`config.mk`:
```
export PLATFORM = sky130hd
export DESIGN_NAME = pndr_pattern_next_data_regs
export DESIGN_NICKNAME = d
export VERILOG_FILES = /design/src/design/pndr_pkg.sv /design/src/design/pndr_pattern_next_data_regs.sv
export SDC_FILE = /design/constraint.sdc
export NUM_CORES = 1
export LEC_CHECK = 0
export BUFFER_PORTS_ARGS = -buffer_cell sky130_fd_sc_hd__buf_4
export CAP_MARGIN = 5
export CORE_MARGIN = 10
export CORE_UTILIZATION = 46
export DETAILED_ROUTE_END_ITERATION = 8
export GPL_TIMING_DRIVEN = 0
export PLACE_DENSITY = 0.76
export SYNTH_ARGS = -nofsm -noshare
export SYNTH_HDL_FRONTEND = slang
export SYNTH_SLANG_ARGS = --single-unit
export TNS_END_PERCENT = 1
```
`constraint.sdc`:
```
create_clock -name mclk -period 1.8 [get_ports mclk]
set_input_delay 0.09 -clock mclk [delete_from_list [all_inputs] [get_ports mclk]]
set_output_delay 0.09 -clock mclk [all_outputs]
set_load 0.1 [all_outputs]
```
`src/design/pndr_pkg.sv`:
```
// Package for the pattern next-data register bank.
// Assumes an 8-bit register view placed on a 32-bit classic Wishbone bus.
package pndr_pkg;
   // ******************************************************
   // Register indices (byte address is four times the index)
   // ******************************************************
   localparam logic [15:0] IDX_NEXT_EN_HIGH = 16'hFFA2;
   localparam logic [15:0] IDX_NEXT_EN_LOW = 16'hFFA3;
   localparam logic [15:0] IDX_NDATA_HIGH_MAIN = 16'hFFA4;
   localparam logic [15:0] IDX_NDATA_LOW_MAIN = 16'hFFA5;
   localparam logic [15:0] IDX_NDATA_HIGH_SPLIT = 16'hFFA6;
   localparam logic [15:0] IDX_NDATA_LOW_SPLIT = 16'hFFA7;
   localparam logic [15:0] IDX_TRIG_SELECT = 16'hFFA1;
   localparam logic [15:0] IDX_PORT_A_DATA = 16'hFFD3;
   localparam logic [15:0] IDX_PORT_B_DIR = 16'hFFD4;
   localparam logic [15:0] IDX_PORT_B_DATA = 16'hFFD6;
   // ******************************************************
   // Reset values and constants
   // ******************************************************
   localparam logic [7:0] RST_BYTE = 8'h00;
   localparam logic [7:0] RST_TRIG_SELECT = 8'hFF;
   localparam logic [3:0] RESERVED_NIBBLE = 4'hF;
   localparam logic [7:0] RESERVED_BYTE = 8'hFF;
   localparam int ADDR_LSB = 2;
endpackage

```
`src/design/pndr_pattern_next_data_regs.sv`:
```
// Next-data register bank, port A/B output data, direction and transfer logic.
// Assumes a Wishbone classic master on mclk and compare-match strobes from the
// timer unit that are one-cycle pulses synchronous to mclk.
// Summary of operation
// RULE1: port B direction is 8-bit write-only; it enables pattern pins 15..8.
// RULE2: software sets direction bits for pins used as pattern outputs.
// RULE3: port B output data holds output values for groups 2 and 3.
// RULE4: port B data bits enabled by high enable are read-only to software.
// RULE5: selected compare-match copies low next-data bits into port A data.
// RULE6: selected compare-match copies high next-data bits into port B data.
// RULE7: low next-data byte resets to zero, kept through software standby.
// RULE8: high next-data byte resets to zero, kept through software standby.
// RULE9: groups 0/1 shared trigger: whole low byte at first address; second reads ones.
// RULE10: groups 0/1 split: group 1 upper first address, group 0 lower second.
// RULE11: groups 2/3 shared trigger: whole high byte at first address; second reads ones.
// RULE12: groups 2/3 split: group 3 upper first address, group 2 lower second.
// RULE13: low enable bit one lets compare-match copy; zero leaves output unchanged.
// RULE14: low enable register is 8-bit read/write, resets to zero.
// RULE15: high enable bits gate the copy to port B data the same way.
// RULE16: two-bit select per group picks one of four channels; reset to channel 3.
// RULE17: port A data bits enabled by low enable are read-only to software.
// RULE18: equal select fields mean shared trigger; each nibble moves on its own channel.
`timescale 1ns/1ps
module pndr_pattern_next_data_regs
   import pndr_pkg::*;
(
   input wire logic mclk,
   input wire logic nrst,
   input wire logic [17:0] wb_adr_i,
   input wire logic [31:0] wb_dat_i,
   output logic [31:0] wb_dat_o,
   input wire logic wb_we_i,
   input wire logic [3:0] wb_sel_i,
   input wire logic wb_cyc_i,
   input wire logic wb_stb_i,
   output logic wb_ack_o,
   input wire logic [3:0] compareMatch,
   output logic [15:0] patternOut,
   output logic [7:0] portBOutEnableN,
   output logic [7:0] portAOutputData,
   output logic [7:0] portBOutputData
);

   // ******************************************************
   // Storage
   // ******************************************************
   logic [7:0] nextDataLowByte;
   logic [7:0] nextDataHighByte;
   logic [7:0] nextEnableLowByte;
   logic [7:0] nextEnableHighByte;
   logic [7:0] triggerSelectControl;
   logic [7:0] portBDirection;
   logic [3:0] groupFire;
   logic sameTrigLow;
   logic sameTrigHigh;
   logic [15:0] regIdx;
   logic access;
   logic wr;
   logic [7:0] wdat;
   logic [7:0] next_rdat;

   // Channel picked by a group's select field
   function automatic logic selFire(input logic [1:0] sel, input logic [3:0] cm);
      selFire = cm[sel];
   endfunction

   // Byte merge keeping protected bits
   function automatic logic [7:0] mergeProt(input logic [7:0] cur, input logic [7:0] nw,
                                            input logic [7:0] prot);
      mergeProt = (cur & prot) | (nw & ~prot);
   endfunction

   assign regIdx = wb_adr_i[17:ADDR_LSB];
   assign access = wb_cyc_i & wb_stb_i & ~wb_ack_o;
   assign wr = access & wb_we_i & wb_sel_i[0];
   assign wdat = wb_dat_i[7:0];

   // Shared trigger when select fields are equal, see RULE18
   assign sameTrigLow = triggerSelectControl[1:0] == triggerSelectControl[3:2];
   assign sameTrigHigh = triggerSelectControl[5:4] == triggerSelectControl[7:6];

   // ******************************************************
   // Trigger decode per group
   // ******************************************************
   genvar g;
   generate
      for (g = 0; g < 4; g++) begin : gFire
         assign groupFire[g] = selFire(triggerSelectControl[2*g+1:2*g], compareMatch); // see RULE16
      end
   endgenerate

   // ******************************************************
   // Bus acknowledge: one cycle after request, dropped next cycle
   // ******************************************************
   always_ff @(posedge mclk or negedge nrst) begin
      if (!nrst) begin
         wb_ack_o <= 1'b0;
      end else begin
         wb_ack_o <= access;
      end
   end

   // ******************************************************
   // Control registers
   // ******************************************************
   always_ff @(posedge mclk or negedge nrst) begin
      if (!nrst) begin
         nextEnableLowByte <= RST_BYTE; // see RULE14
         nextEnableHighByte <= RST_BYTE;
         triggerSelectControl <= RST_TRIG_SELECT; // see RULE16
         portBDirection <= RST_BYTE;
      end else if (wr) begin
         if (regIdx == IDX_NEXT_EN_LOW) begin
            nextEnableLowByte <= wdat; // see RULE14
         end
         if (regIdx == IDX_NEXT_EN_HIGH) begin
            nextEnableHighByte <= wdat;
         end
         if (regIdx == IDX_TRIG_SELECT) begin
            triggerSelectControl <= wdat;
         end
         if (regIdx == IDX_PORT_B_DIR) begin
            portBDirection <= wdat; // see RULE1
         end
      end
   end

   // ******************************************************
   // Next-data low byte with address layout by trigger sharing
   // ******************************************************
   always_ff @(posedge mclk or negedge nrst) begin
      if (!nrst) begin
         nextDataLowByte <= RST_BYTE; // see RULE7
      end else if (wr) begin
         if (regIdx == IDX_NDATA_LOW_MAIN) begin
            if (sameTrigLow) begin
               nextDataLowByte <= wdat; // see RULE9
            end else begin
               nextDataLowByte[7:4] <= wdat[7:4]; // see RULE10
            end
         end else if (regIdx == IDX_NDATA_LOW_SPLIT && !sameTrigLow) begin
            nextDataLowByte[3:0] <= wdat[3:0]; // see RULE10
         end
      end
   end

   // ******************************************************
   // Next-data high byte
   // ******************************************************
   always_ff @(posedge mclk or negedge nrst) begin
      if (!nrst) begin
         nextDataHighByte <= RST_BYTE; // see RULE8
      end else if (wr) begin
         if (regIdx == IDX_NDATA_HIGH_MAIN) begin
            if (sameTrigHigh) begin
               nextDataHighByte <= wdat; // see RULE11
            end else begin
               nextDataHighByte[7:4] <= wdat[7:4]; // see RULE12
            end
         end else if (regIdx == IDX_NDATA_HIGH_SPLIT && !sameTrigHigh) begin
            nextDataHighByte[3:0] <= wdat[3:0]; // see RULE12
         end
      end
   end

   // ******************************************************
   // Port output data: CPU writes skip enabled bits; transfers win
   // ******************************************************
   always_ff @(posedge mclk or negedge nrst) begin
      if (!nrst) begin
         portAOutputData <= RST_BYTE;
      end else begin : pA
         logic [7:0] v;
         logic [7:0] moved;
         v = portAOutputData;
         if (wr && regIdx == IDX_PORT_A_DATA) begin
            v = mergeProt(v, wdat, nextEnableLowByte); // see RULE17
         end
         // Enabled bits take next data, disabled bits keep the port value
         moved = mergeProt(nextDataLowByte, v, nextEnableLowByte); // see RULE13
         // Each nibble moves on its own group's strobe, see RULE18
         if (groupFire[0]) begin
            v[3:0] = moved[3:0]; // see RULE5
         end
         if (groupFire[1]) begin
            v[7:4] = moved[7:4]; // see RULE5
         end
         portAOutputData <= v;
      end
   end

   always_ff @(posedge mclk or negedge nrst) begin
      if (!nrst) begin
         portBOutputData <= RST_BYTE;
      end else begin : pB
         logic [7:0] v;
         logic [7:0] moved;
         v = portBOutputData;
         if (wr && regIdx == IDX_PORT_B_DATA) begin
            v = mergeProt(v, wdat, nextEnableHighByte); // see RULE4
         end
         moved = mergeProt(nextDataHighByte, v, nextEnableHighByte); // see RULE15
         if (groupFire[2]) begin
            v[3:0] = moved[3:0]; // see RULE6
         end
         if (groupFire[3]) begin
            v[7:4] = moved[7:4]; // see RULE6
         end
         portBOutputData <= v; // see RULE3
      end
   end

   // ******************************************************
   // Read path and pins
   // ******************************************************
   always_comb begin
      next_rdat = RST_BYTE;
      unique case (regIdx)
         IDX_NEXT_EN_LOW: next_rdat = nextEnableLowByte;
         IDX_NEXT_EN_HIGH: next_rdat = nextEnableHighByte;
         IDX_TRIG_SELECT: next_rdat = triggerSelectControl;
         IDX_PORT_A_DATA: next_rdat = portAOutputData;
         IDX_PORT_B_DATA: next_rdat = portBOutputData;
         IDX_NDATA_LOW_MAIN: next_rdat = sameTrigLow ? nextDataLowByte :
                                {nextDataLowByte[7:4], RESERVED_NIBBLE}; // see RULE10
         IDX_NDATA_LOW_SPLIT: next_rdat = sameTrigLow ? RESERVED_BYTE :
                                {RESERVED_NIBBLE, nextDataLowByte[3:0]}; // see RULE9
         IDX_NDATA_HIGH_MAIN: next_rdat = sameTrigHigh ? nextDataHighByte :
                                {nextDataHighByte[7:4], RESERVED_NIBBLE}; // see RULE12
         IDX_NDATA_HIGH_SPLIT: next_rdat = sameTrigHigh ? RESERVED_BYTE :
                                {RESERVED_NIBBLE, nextDataHighByte[3:0]}; // see RULE11
         default: next_rdat = RST_BYTE; // Direction register is write-only
      endcase
   end

   always_ff @(posedge mclk or negedge nrst) begin
      if (!nrst) begin
         wb_dat_o <= 32'h00000000;
      end else if (access && !wb_we_i) begin
         wb_dat_o <= {24'h000000, next_rdat};
      end
   end

   // Pins carry both port data bytes; only pins 15..8 get an enable from direction, see RULE2
   assign patternOut = {portBOutputData, portAOutputData};
   assign portBOutEnableN = ~portBDirection; // see RULE1

endmodule

```
==> metrics.cfg <==
[run_status]
status = complete, but fails checks
failed_checks = negative setup slack

[detailed_routing]
drtIter0Drc = 229
drt_first_pass_iters = 5
viasPerCell = 5.60
drt_wl_total_mm = 11.7
drc = 0
antenna_left = 0
num_vias = 3615
avgRoutedWirePerCell_um = 18.1

[power_and_ir_drop]
power_mw = 3.79
power_density_nw_per_um2 = 704
clkPwrFrac_pct = 38.9
ir_worst_vdd_mv = 0.403
p_comb_share_pct = 17.2
p_switching_mw = 1.13
power_frac_seq_pct = 43.9
p_int_mw = 2.66
p_leak_nw = 2.64
p_sw_share_pct = 29.9

[sta]
period_share_pct = 105
drv_slew = 0
maxClockFrequency_mhz = 528
worst_clock_skew_ns = 0.00418
slew_headroom_pct = 39.8
hold_slack_ns = 0.0395
rsz0062_at_grt = yes
setup_viol = 31
min_period_ns = 1.89
finalWorstSetupSlack_ns = -0.0928
final-hold-violation-count = 0
worst_pin_slew_ns = 0.902

[synth]
synth_top_flop_cell = dfrtp_1
synthArstFlopShare_pct = 100
synthCells = 412
synth_edf_count = 0
synth.avg_cell_area_um2 = 10.1
synth_seq_cells = 73
ys_seq_area_share_pct = 44.0
netlist_area_um2 = 4180
ys_types = 48
yosysWarningCount = 0

[global_route]
grt_overflow = 0
grt_pass1_wl_mm = 18.4
grt_usage_pct = 17.5
grt_pass1_vias = 3413
grt_start_max_net_pins = 74
antenna_found_initial = 0

[floorplanning]
die_y_um = 115
num_rows = 34
dieWidth_um = 115
initial_utilization_pct = 47.7
core-area_um2 = 8760
ios = 136
die-area_um2 = 13300

[worst_setup_path]
crit_slowest_cell = dfrtp_4
critPathTopFamily = simple AND/OR/NAND/NOR gates
worst-path-max-fanout = 5
critPathBufInv = 1
cp-end-kind = register
r2r_cells = 6
crit_path_start_kind = register
rr_startpoint = wb_ack_o
slowest_delay_ns = 0.47
rrSetupSlack_ns = -0.09
cp_cell_sequence = and3b_2, and3_4, and2_4, buf_6, nand3b_1, mux2_4
crit_type = reg -> reg
worstPathRequired_ns = 2.05
reg2reg_to = nextDataHighByte[1]
crit_arrival_ns = 2.14
path_depth = 6

[cts]
clockBufferDepth = 2
cts_tree = yes
clk_pin_slew_ns = 0.08
numCtsBuffers = 9
clock_latency_ns = 0.36
cts_sinks = 73
cts_root_buf = clkbuf_8
htree_levels = 3

[cells_and_area]
design_area_um2 = 5390
n_antenna_cell = 0
drive_above_1_share_pct = 43.1
fillers = 716
nNetsFinal = 596
instances_no_fill = 646
syn_to_final_growth_pct = 29.0
post-route-util_pct = 61.5
seq_area_um2 = 1840
multi_input_area_um2 = 2110

[placement]
place_congestion = 0.883
dp.cells = 624
post_dp_cell_area_um2 = 5020
io_buffers = 81
place_hpwl_mm = 8.89

[worst_hold_path]
min_to = portBDirection[4]
hold_path_startpoint = wb_dat_i[4]
worst_hold_path.num_cells = 2
hp-class = in -> reg

[flow_run]
drv_cap = 0

kinds of logic (layout without fill, tap and decap cells):
group | Yosys count | after routing | synth area share, %
other cells | 1 | 24 | 0.0898
flops | 73 | 73 | 44.0
buf+inv | 62 | 165 | 9.52
mux | 54 | 54 | 15.6
simple gates | 132 | 132 | 17.2
compound gates | 84 | 84 | 12.4
xor+xnor | 6 | 6 | 1.26
flip-flops by register name, summed over array words and instances (netlist names):
name	count
nextDataHighByte	8
nextDataLowByte	8
nextEnableHighByte	8
nextEnableLowByte	8
portAOutputData	8
portBDirection	8
portBOutputData	8
triggerSelectControl	8
wb_ack_o	1
wb_dat_o	8
worst max path at each step:
stage	to	start	slack (ns)
final	nextDataHighByte[1]	wb_ack_o	-0.09
after global routing	nextDataHighByte[1]	wb_ack_o	-0.16
after CTS	nextDataHighByte[0]	wb_ack_o	-0.10
after detailed placement	portAOutputData[6]	wb_adr_i[13]	-0.38
after global placement	wb_dat_o[0]	wb_adr_i[13]	-0.34
after floorplan	nextDataHighByte[0]	wb_ack_o	-0.13
synthesized netlist by cell type, types with 3 or more instances:
master,count,area [um2]
xor2_1,4,35.0
a22oi_1,10,75.1
mux4_2,4,90.1
dfrtp_1,65,1630
dfstp_2,8,210
and3_1,3,18.8
o211ai_1,3,22.5
mux2_2,48,541
nand3b_1,4,30.0
o21ai_1,10,50.1
nand2_2,4,25.0
a21o_1,3,22.5
o21ai_0,19,95.1
nand2_1,34,128
clkbuf_1,6,22.5
nand3_1,17,85.1
a211oi_1,7,52.6
inv_1,10,37.5
a22o_1,5,43.8
nor2_1,26,97.6
nor2b_1,3,18.8
buf_4,43,323
a21oi_1,22,110
nor3_1,21,105
buf_2,3,15.0
what timing repair did:
action,CTS,global route
setup endpoints to repair,54,59
pin swaps,1,3
resized for setup,5,15
setup buffers,0,5
cloned,0,0
hold buffers,1,0
endpoints found under the hold margin,65,0
layout make-up:
type	instances	share of cell area (%)
timing repair buffer	87	12.4
tap	108	2.51
buffer	52	6.92
sequential	73	34.1
clock inverter	5	1.44
inverter	10	0.696
multi-input combinational	300	39.1
clock buffer	11	2.81
per-stage QoR:
step,setup TNS [ns],setup slack [ns]
2_1_floorplan,-3.92,-0.129
3_3_place_gp,-17.12,-0.341
6_report,-0.712,-0.0928
5_1_grt,-3.31,-0.164
4_1_cts,-1.52,-0.103
3_5_place_dp,-20.52,-0.379
cell usage in the layout, fill, tap and decap left out, types with 11 or more instances in the layout:
cell type,instances
a21oi_1,22
buf_4,127
clkbuf_8,11
conb_1,24
dfrtp_1,64
mux2_2,47
nand2_1,32
nand3_1,16
nor2_1,25
nor3_1,20
o21ai_0,19
power by group through the flow:
stage / registers [mW] / logic [mW] / clock network (mW)
finish: 1.66 / 0.653 / 1.47
global route: 1.67 / 0.687 / 1.56
CTS: 1.66 / 0.641 / 1.49
detailed placement: 1.70 / 0.636 / 0
global placement: 1.70 / 0.630 / 0
floorplan: 1.81 / 0.350 / 0
metal layers:
layer  wire length (um)  GRT usage, %  vias up
li1                   -             -     1677
met5                  0             0        -
met3               1240          5.78       16
met4                157          5.78        0
met1               5020          22.7     1739
met2               5300          26.8      183
Power figures use the tool's default switching activity.
